--- src/shared/funnel_map.vh ---
// Constants shared by the word-to-byte data funnel design files.
`ifndef FUNNEL_MAP_VH
`define FUNNEL_MAP_VH

// ----------------------------------------------------------------
// Data path widths
// ----------------------------------------------------------------
`define FUNNEL_BYTE_W     8
`define FUNNEL_WORD_W     16

// ----------------------------------------------------------------
// Byte order on the narrow bus (lower byte first, lower byte latched)
// ----------------------------------------------------------------
`define FUNNEL_SEL_FIRST  1'b0
`define FUNNEL_SEL_SECOND 1'b1

// ----------------------------------------------------------------
// Output enable levels (active low), state width and reset values
// ----------------------------------------------------------------
`define FUNNEL_OE_ON      1'b0
`define FUNNEL_OE_OFF     1'b1
`define FUNNEL_STATE_W    3
`define FUNNEL_BYTE_RST   8'h00
`define FUNNEL_WORD_RST   16'h0000

`endif

--- src/rtl/byte_latch.v ---
// Holding latch for the first byte of a word coming off the narrow bus.
`timescale 1ns/1ps
`include "funnel_map.vh"

module byte_latch #(
  parameter WIDTH = `FUNNEL_BYTE_W
) (
  input  wire             clk_i,
  input  wire             rstn_i,
  input  wire             load_i,
  input  wire [WIDTH-1:0] data_i,
  output reg  [WIDTH-1:0] data_o
);

  // The stored byte is read out of a register, never passed through.
  always @(posedge clk_i or negedge rstn_i) begin
    if (!rstn_i) begin
      data_o <= {WIDTH{1'b0}};
    end else if (load_i) begin
      data_o <= data_i;
    end
  end

endmodule // byte_latch

--- src/rtl/word_to_byte_data_funnel.v ---
// Funnel between a 16-bit bus-master peripheral and an 8-bit system bus.
//
// What this block, the peripheral and the CPU must do
// RQ1: Peripheral word goes out low byte, then high.
// RQ2: Latch first fetched byte, then present whole word.
// RQ3: No CPU slave access during master transaction.
// RQ4: No mastership grant inside a slave access.
// RQ5: Withhold acknowledge so peripheral waits two cycles.
// RQ6: Master read: wait held until second byte ends.
// RQ7: Peripheral keeps word valid across both cycles.
// RQ8: Only first byte latched; second goes straight through.
// RQ9: CPU writes latched byte first, other second.
// RQ10: CPU locks bus or disables arbitration meanwhile.
// RQ11: Separate master read, slave read, slave write flows.
// RQ12: Own byte select in master, system's in slave.
// RQ13: Peripheral strobes pulse once per word; per_slave_rd_o is held high for the whole slave read.
// RQ14: Reset gives idle, no wait, drivers off.
`timescale 1ns/1ps
`include "funnel_map.vh"

module word_to_byte_data_funnel #(
  parameter BYTE_W = `FUNNEL_BYTE_W
) (
  input  wire              clk_i,
  input  wire              rstn_i,
  // Peripheral side
  input  wire              per_hold_req_i,
  output reg               per_hold_ack_o,
  input  wire              per_strobe_i,
  input  wire              per_write_i,
  input  wire [2*BYTE_W-1:0] per_data_i,
  output reg  [2*BYTE_W-1:0] per_data_o,
  output reg               per_data_oe_n_o,
  output reg               per_wait_o,
  output reg               per_load_o,
  output reg               per_slave_rd_o,
  output reg               per_slave_wr_o,
  // System side
  input  wire              sys_cs_i,
  input  wire              sys_rd_i,
  input  wire              sys_wr_i,
  input  wire              byte_select_address_bit_i,
  input  wire              sys_ack_i,
  input  wire [BYTE_W-1:0] sys_data_i,
  output reg  [BYTE_W-1:0] sys_data_o,
  output reg               sys_data_oe_n_o,
  output reg               sys_rd_o,
  output reg               sys_wr_o,
  output reg               byte_select_address_bit_o
);

  // ----------------------------------------------------------------
  // States
  // ----------------------------------------------------------------
  localparam [`FUNNEL_STATE_W-1:0] ST_IDLE  = 3'h0;
  localparam [`FUNNEL_STATE_W-1:0] ST_MLOW  = 3'h1;
  localparam [`FUNNEL_STATE_W-1:0] ST_MGAP  = 3'h2;
  localparam [`FUNNEL_STATE_W-1:0] ST_MHIGH = 3'h3;
  localparam [`FUNNEL_STATE_W-1:0] ST_SRLOW = 3'h4;
  localparam [`FUNNEL_STATE_W-1:0] ST_SRHI  = 3'h5;
  localparam [`FUNNEL_STATE_W-1:0] ST_SWLOW = 3'h6;

  reg [`FUNNEL_STATE_W-1:0] state;
  reg                       master_wr;
  reg                       latch_load;
  reg  [BYTE_W-1:0]         latch_in;
  wire [BYTE_W-1:0]         latched_byte;

  wire slave_rd = sys_cs_i & sys_rd_i;
  wire slave_wr = sys_cs_i & sys_wr_i;
  wire first_sel  = (byte_select_address_bit_i == `FUNNEL_SEL_FIRST);
  wire second_sel = (byte_select_address_bit_i == `FUNNEL_SEL_SECOND);

  // ----------------------------------------------------------------
  // First-byte latch
  // ----------------------------------------------------------------
  always @* begin
    latch_load = 1'b0;
    latch_in   = sys_data_i;
    case (state)
      ST_IDLE: begin
        latch_load = ~per_hold_ack_o & slave_wr & first_sel; // RQ8
      end
      ST_MLOW: begin
        latch_load = ~master_wr & sys_ack_i; // RQ2
      end
      default: begin
        latch_load = 1'b0;
      end
    endcase
  end

  byte_latch #(
    .WIDTH (BYTE_W)
  ) u_first_byte (
    .clk_i  (clk_i),
    .rstn_i (rstn_i),
    .load_i (latch_load),
    .data_i (latch_in),
    .data_o (latched_byte)
  );

  // ----------------------------------------------------------------
  // Sequencer
  // ----------------------------------------------------------------
  always @(posedge clk_i or negedge rstn_i) begin
    if (!rstn_i) begin
      state                     <= ST_IDLE; // RQ14
      master_wr                 <= 1'b0;
      per_hold_ack_o            <= 1'b0;
      per_data_o                <= `FUNNEL_WORD_RST;
      per_data_oe_n_o           <= `FUNNEL_OE_OFF; // RQ14
      per_wait_o                <= 1'b0; // RQ14
      per_load_o                <= 1'b0;
      per_slave_rd_o            <= 1'b0;
      per_slave_wr_o            <= 1'b0;
      sys_data_o                <= `FUNNEL_BYTE_RST;
      sys_data_oe_n_o           <= `FUNNEL_OE_OFF; // RQ14
      sys_rd_o                  <= 1'b0;
      sys_wr_o                  <= 1'b0;
      byte_select_address_bit_o <= `FUNNEL_SEL_FIRST;
    end else begin
      per_load_o      <= 1'b0;
      per_slave_wr_o  <= 1'b0;
      per_data_oe_n_o <= `FUNNEL_OE_OFF;
      case (state)
        ST_IDLE: begin
          sys_data_oe_n_o <= `FUNNEL_OE_OFF;
          per_slave_rd_o  <= 1'b0;
          if (per_hold_ack_o) begin
            // A new master cycle waits for the last acknowledge to clear.
            if (per_strobe_i & ~sys_ack_i) begin
              master_wr                 <= per_write_i;
              per_wait_o                <= 1'b1; // RQ5
              byte_select_address_bit_o <= `FUNNEL_SEL_FIRST; // RQ12
              sys_rd_o                  <= ~per_write_i;
              sys_wr_o                  <= per_write_i;
              sys_data_o                <= per_data_i[BYTE_W-1:0]; // RQ1
              sys_data_oe_n_o           <= per_write_i ? `FUNNEL_OE_ON : `FUNNEL_OE_OFF;
              state                     <= ST_MLOW;
            end else if (~per_hold_req_i) begin
              per_hold_ack_o <= 1'b0;
            end
          end else if (slave_rd & first_sel) begin
            per_slave_rd_o  <= 1'b1; // RQ13
            sys_data_o      <= per_data_i[BYTE_W-1:0]; // RQ1
            sys_data_oe_n_o <= `FUNNEL_OE_ON;
            state           <= ST_SRLOW;
          end else if (slave_wr & first_sel) begin
            state <= ST_SWLOW; // RQ11
          end else begin
            per_hold_ack_o <= per_hold_req_i; // RQ4
          end
        end
        ST_MLOW: begin
          // CPU slave strobes are not looked at in any master state.
          if (sys_ack_i) begin // RQ3
            sys_rd_o        <= 1'b0;
            sys_wr_o        <= 1'b0;
            sys_data_oe_n_o <= `FUNNEL_OE_OFF;
            state           <= ST_MGAP;
          end
        end
        ST_MGAP: begin
          if (~sys_ack_i) begin
            byte_select_address_bit_o <= `FUNNEL_SEL_SECOND; // RQ12
            sys_rd_o                  <= ~master_wr;
            sys_wr_o                  <= master_wr;
            sys_data_o                <= per_data_i[2*BYTE_W-1:BYTE_W]; // RQ1
            sys_data_oe_n_o           <= master_wr ? `FUNNEL_OE_ON : `FUNNEL_OE_OFF;
            state                     <= ST_MHIGH;
          end
        end
        ST_MHIGH: begin
          if (sys_ack_i) begin
            sys_rd_o                  <= 1'b0;
            sys_wr_o                  <= 1'b0;
            sys_data_oe_n_o           <= `FUNNEL_OE_OFF;
            byte_select_address_bit_o <= `FUNNEL_SEL_FIRST;
            per_wait_o                <= 1'b0; // RQ6
            if (~master_wr) begin
              per_data_o      <= {sys_data_i, latched_byte}; // RQ2
              per_data_oe_n_o <= `FUNNEL_OE_ON;
              per_load_o      <= 1'b1; // RQ13
            end
            state <= ST_IDLE;
          end
        end
        ST_SRLOW: begin
          sys_data_o <= per_data_i[BYTE_W-1:0];
          if (slave_rd & second_sel) begin
            sys_data_o <= per_data_i[2*BYTE_W-1:BYTE_W]; // RQ1
            state      <= ST_SRHI;
          end
        end
        ST_SRHI: begin
          per_slave_rd_o  <= 1'b0;
          sys_data_oe_n_o <= `FUNNEL_OE_OFF;
          state           <= ST_IDLE;
        end
        ST_SWLOW: begin
          if (slave_wr & second_sel) begin
            per_data_o      <= {sys_data_i, latched_byte}; // RQ8
            per_data_oe_n_o <= `FUNNEL_OE_ON;
            per_slave_wr_o  <= 1'b1; // RQ13
            state           <= ST_IDLE;
          end else if (slave_wr & first_sel) begin
            state <= ST_SWLOW;
          end
        end
        default: begin
          state <= ST_IDLE;
        end
      endcase
    end
  end

endmodule // word_to_byte_data_funnel

--- config.mk ---
export PLATFORM = sky130hd
export DESIGN_NAME = word_to_byte_data_funnel
export DESIGN_NICKNAME = d
export VERILOG_FILES = /design/src/rtl/byte_latch.v /design/src/rtl/word_to_byte_data_funnel.v
export VERILOG_INCLUDE_DIRS = /design/src /design/src/shared
export SDC_FILE = /design/constraint.sdc
export NUM_CORES = 1
export LEC_CHECK = 0
export BUFFER_PORTS_ARGS = -buffer_cell sky130_fd_sc_hd__buf_4
export CAP_MARGIN = 0
export CORE_AREA = 5 5 82 84
export CTS_CLUSTER_SIZE = 14
export DETAILED_ROUTE_END_ITERATION = 10
export DIE_AREA = 0 0 87 89
export GPL_ROUTABILITY_DRIVEN = 1
export PLACE_DENSITY = 0.67
export SLEW_MARGIN = 15
export SYNTH_ARGS = -nofsm -noshare
export SYNTH_HDL_FRONTEND = slang
export SYNTH_HIERARCHICAL = 1
export SYNTH_SLANG_ARGS = --single-unit
export TNS_END_PERCENT = 20
--- constraint.sdc ---
create_clock -name clk_i -period 3.8 [get_ports clk_i]
set_input_delay 0 -clock clk_i [delete_from_list [all_inputs] [get_ports clk_i]]
set_output_delay 0 -clock clk_i [all_outputs]
set_load 0.1 [all_outputs]
# --- Word level (Yosys, flattened, before mapping) ---
# Index checks and enable logic that the tools add are counted.
totals:
  out_inout_bits: 34
  wordCells: 125
  ff_bits: 46
op_classes:
  n_reduce_logical: 17
  eq_ne: 17
  n_bitwise: 15
  n_mux: 61
op_table:
  columns: ["cell", "n"]
  rows:
  - ["$mux 16", 3]
  - ["$mux 8", 5]
  - ["$mux 1", 33]
  - ["$pmux 16 s2", 1]
  - ["$mux 3", 9]
  - ["$pmux 8 s3", 1]
  - ["$pmux 3 s6", 1]
  - ["$ne 2x2->1 const B", 8]
  - ["$reduce_and 5->1", 3]
  - ["$reduce_and 4->1", 3]
  - ["$and 1x1->1", 10]
  - ["$eq 3x3->1 const B", 3]
  - ["$pmux 1 s3", 3]
  - ["$reduce_bool 3->1", 3]
  - ["$pmux 1 s2", 4]
  - ["$eq 3x2->1 const B", 2]
  - ["$ne 3x3->1 const B", 2]
  - ["$reduce_and 3->1", 2]
  - ["$reduce_bool 2->1", 3]
  - ["$not 1->1", 5]
  - ["$pmux 1 s4", 1]
  - ["$reduce_bool 4->1", 1]
  - ["$eq 3x1->1 const B", 1]
  - ["$logic_not 3->1", 1]
  - ["other kinds (2)", 2]

# --- Longest topological paths before layout ---
logic_depth:
  depth_word: 6
  mapped_depth: 6
  ltp_nobuf: 4

# --- Hierarchy ---
# Netlist, hierarchy kept.
by_module_without_submodules:
  columns: ["mod", "instances", "area_per_inst_um2", "cells_each"]
  rows:
  - ["word_to_byte_data_funnel", 1, 1911.8, 158]
  - ["byte_latch", 1, 331.6, 17]

# --- Worst setup path after synthesis ---
# No wires, ideal clock.
synth_timing:
  path_type: "register to register"
  start: "register per_hold_ack_o"
  end: "register sys_wr_o"
  required_ns: 3.675
  stages_incl_launch_ff: 6
  path_buffers: 1
  setup_time_ns: 0.125
  setup_slack_ns: 1.531
  arrival_time_ns: 2.144
  cell_sequence: "dfrtp_1 -> clkbuf_2 -> nor2_1 -> or3_1 -> a21oi_2 -> mux2_2"
synth_between:
  elab_chain_cells: 2
synth_rtl:
  columns: ["element", "line", "source"]
  rows:
  - ["start: declaration", "word_to_byte_data_funnel.v:28", "output reg per_hold_ack_o,"]
  - ["start signal: assignment", "word_to_byte_data_funnel.v:152", "per_hold_ack_o <= per_hold_req_i;"]
  - ["$ne 2x2->1 (no line)", null, null]
  - ["$reduce_and 5->1 (no line)", null, null]
  - ["end signal: assignment", "word_to_byte_data_funnel.v:137", "sys_wr_o <= per_write_i;"]
  - ["end signal: assignment", "word_to_byte_data_funnel.v:168", "sys_wr_o <= master_wr;"]
  - ["end: declaration", "word_to_byte_data_funnel.v:48", "output reg sys_wr_o,"]
# No other way between the ends.
# A chain may end at the register's enable or synchronous reset.

# --- Final worst setup path ---
layout_timing:
  start: "register state[2]"
  end: "register per_data_o[10]"
layout_between:
  elab_chain_cells: 3
layout_rtl:
  columns: ["element", "line", "source"]
  rows:
  - ["start: declaration", "word_to_byte_data_funnel.v:63", "reg [`FUNNEL_STATE_W-1:0] state;"]
  - ["start signal: assignment", "word_to_byte_data_funnel.v:108", "state <= ST_IDLE;"]
  - ["start signal: assignment", "word_to_byte_data_funnel.v:140", "state <= ST_MLOW;"]
  - ["start signal: assignment", "word_to_byte_data_funnel.v:148", "state <= ST_SRLOW;"]
  - ["$eq 3x3->1 / $eq 3x2->1 (equally long branches)", "word_to_byte_data_funnel.v:126", "case (state)"]
  - ["$ne 2x2->1 (no line) / $reduce_bool 2->1 (equally long branches)", null, null]
  - ["$reduce_and 4->1 (no line)", null, null]
  - ["end signal: assignment", "word_to_byte_data_funnel.v:111", "per_data_o <= `FUNNEL_WORD_RST;"]
  - ["end signal: assignment", "word_to_byte_data_funnel.v:182", "per_data_o <= {sys_data_i, latched_byte};"]
  - ["end signal: assignment", "word_to_byte_data_funnel.v:203", "per_data_o <= {sys_data_i, latched_byte};"]
  - ["end: declaration", "word_to_byte_data_funnel.v:32", "output reg [2*BYTE_W-1:0] per_data_o,"]
# Parallel ways exist; a longest one is shown, timed or not.

==> impl_metrics.json <==
{
  "seq_area_frac_synth": 0.514,
  "vias": 1610,
  "grt_pass1_vias": 1619,
  "antenna_cells": 0,
  "r2r_end": "per_data_o[10]$_DFFE_PN0P_",
  "start_util": 0.383,
  "portBuffers": 67,
  "antenna_found_initial": 0,
  "yosysTopAreaCell": "dfrtp_1",
  "syn_area_per_cell_um2": 12.8,
  "ys_warn_count": 6,
  "cap_violations": 0,
  "path_max_fanout": 22,
  "status": "finished clean",
  "syn-num-nets": 209,
  "htree_levels": 2,
  "yosys-top-cells-area": "dfrtp_1 (49%), mux2_4 (11%), mux2_2 (9.0%)",
  "reg2reg_depth": 4,
  "gp_congestion": 0.866,
  "grt_first_pass_wirelength_um": 7870,
  "cts_buffers": 5,
  "worstMarginPinSlew_ns": 0.729,
  "nets": 284,
  "drc": 0,
  "hold_viol": 0,
  "drtIter0Drc": 64,
  "finalSetupTns_ns": 0,
  "wl_per_cell_um": 15.2,
  "synth_commonest_cells": "dfrtp_1 (44), mux2_2 (18), mux2_4 (17), o21ai_0 (11)",
  "cp-start-kind": "flop",
  "rsz0062_at_grt": "no",
  "setup_viol": 0,
  "syn_area_um2": 2240,
  "grt_max_degree": 47,
  "totalWireLength_um": 4950,
  "finalClockSkew_ns": 0.00603,
  "required_ns": 3.99,
  "r2r_setup_slack_ns": 1.64,
  "ys.flop_type": "dfrtp_1",
  "async_flop_share": 1.00,
  "grt_overflow": 0,
  "antenna_left": 0,
  "synth_top_area_share": 0.491,
  "rows": 28,
  "drive_above_1_share": 0.478,
  "ys_ff_latch": 46,
  "drv_slew": 0,
  "cts_sinks": 46,
  "io_pins": 68,
  "critPathSlowestCell": "dfrtp_1",
  "critPathMaxStageDelay_ns": 0.82,
  "cp.arrival_ns": 2.36,
  "path_class": "reg2reg",
  "die_w_um": 87,
  "hp-class": "in2reg",
  "cts_root_buf": "clkbuf_8",
  "cts_resized": 0,
  "r2r-start": "state[2]$_DFFE_PN0P_",
  "clkLatencyLatePin_ns": 0.30,
  "grtUsageTotal": 0.131,
  "slew_headroom": 0.514,
  "synth_edf_count": 0,
  "cts.path.max_buffers": 2,
  "crit_chain": "nand3b_1, nor3_4, nor2_4, mux2_2",
  "cts_tree": "yes",
  "period_needed_ns": 2.16,
  "critPathLaunch": "state[2]$_DFFE_PN0P_",
  "die-area_um2": 7740,
  "synthCells": 175,
  "nFillCells": 527,
  "yosysMostFrequentCell": "dfrtp_1",
  "fmax_mhz": 462,
  "critical_path.endpoint": "per_data_o[10]$_DFFE_PN0P_",
  "syn2layout_area_growth_pct": 33.6,
  "die_h_um": 89,
  "drt-vias-per-instance": 4.94,
  "cts.clk_slew.worst_paths_ns": 0.09,
  "core_area_um2": 5850,
  "first_pass_iters": 4,
  "ys_types": 43,
  "crit_path_end_kind": "flop",
  "period_share": 0.569,
  "dp_hpwl_um": 3530
}
-- final cells by class --
| class | instances | area (µm²) | share of cell area |
|---|---|---|---|
| multi-input combinational | 116 | 1010 | 0.338 |
| clock inverter | 3 | 43.8 | 0.0146 |
| clock buffer | 5 | 68.8 | 0.0230 |
| timing repair buffer | 78 | 613 | 0.205 |
| sequential | 46 | 1150 | 0.385 |
| inverter | 3 | 11.3 | 0.00376 |
| tap | 75 | 93.8 | 0.0313 |
-- logic make-up (layout without fill, tap and decap cells) --
| logic type | Yosys count | after routing | share of synthesized area |
|---|---|---|---|
| buffers and inverters | 13 | 89 | 0.0346 |
| AO/OA/AOI/OAI | 33 | 33 | 0.0982 |
| AND/OR/NAND/NOR | 40 | 40 | 0.109 |
| multiplexers | 43 | 43 | 0.244 |
| flip-flops | 46 | 46 | 0.514 |
-- flip-flops by register name (all words and copies together) (netlist names), 3 cells and up --
register / flops
per_data_o: 16
sys_data_o: 8
state: 3
u_first_byte/data_o: 8
-- worst min-delay path by stage --
stage	from	end	slack, ns	cells after the start
floorplan	rstn_i	byte_select_address_bit_o$_DFFE_PN0P_	-0.30	0
global placement	rstn_i	per_data_o[13]$_DFFE_PN0P_	0.04	1
detailed placement	rstn_i	per_data_o[5]$_DFFE_PN0P_	0.04	1
CTS	per_data_i[13]	sys_data_o[5]$_DFFE_PN0P_	0.03	3
global route	per_data_i[13]	sys_data_o[5]$_DFFE_PN0P_	0.04	3
finish	per_data_i[13]	sys_data_o[5]$_DFFE_PN0P_	0.04	3
-- cell usage in the layout (no fill, tap or decap), drive strengths merged, types with 2 or more instances in the layout --
master / n
buf: 67
a21oi: 10
nor4bb: 2
o21ai: 11
a22oi: 2
nand3b: 4
dlygate4sd3: 11
inv: 4
clkbuf: 5
nor2: 10
nand2: 9
mux2: 42
dfrtp: 44
nand3: 2
a31oi: 2
dfstp: 2
o21bai: 2
nor3: 4
nand2b: 2
nor3b: 2
-- through the flow --
| step | util | setup slack, ns | instance area (µm²) | hold WS, ns | cells |
|---|---|---|---|---|---|
| 2_1_floorplan | - | 1.53 | 2240 | -0.296 | 175 |
| 3_3_place_gp | 0.474 | 1.71 | 2770 | 0.0353 | 307 |
| 3_5_place_dp | 0.474 | 1.65 | 2770 | 0.0418 | 307 |
| 4_1_cts | 0.512 | 1.64 | 3000 | 0.0288 | 326 |
| 5_1_grt | 0.512 | 1.52 | 3000 | 0.0350 | 326 |
| 6_report | 0.512 | 1.64 | 3000 | 0.0389 | 326 |
-- timing repair --
item,4_1_cts,5_1_grt
hold buffers,11,0
endpoints found under the setup margin,0,0
setup buffers,0,0
endpoints found under the hold margin,62,0
-- worst max-delay path, delay by kind of cell (launching register included) --
family / cells / cell delay, ns
flip-flops: 1 / 0.82
AND/OR/NAND/NOR: 3 / 0.83
multiplexers: 1 / 0.40
-- per-layer routing --
| metal | vias to the layer above | part of all wire | global-route usage |
|---|---|---|---|
| met5 | - | 0 | 0 |
| met4 | 0 | 0.0093 | 0.0467 |
| met3 | 4 | 0.072 | 0.0359 |
| met1 | 776 | 0.42 | 0.163 |
| li1 | 781 | - | - |
| met2 | 49 | 0.49 | 0.218 |
Power is left out: the tool's default activity adds up to more than one toggle a clock period on the data nets, which glitch-free logic cannot reach.
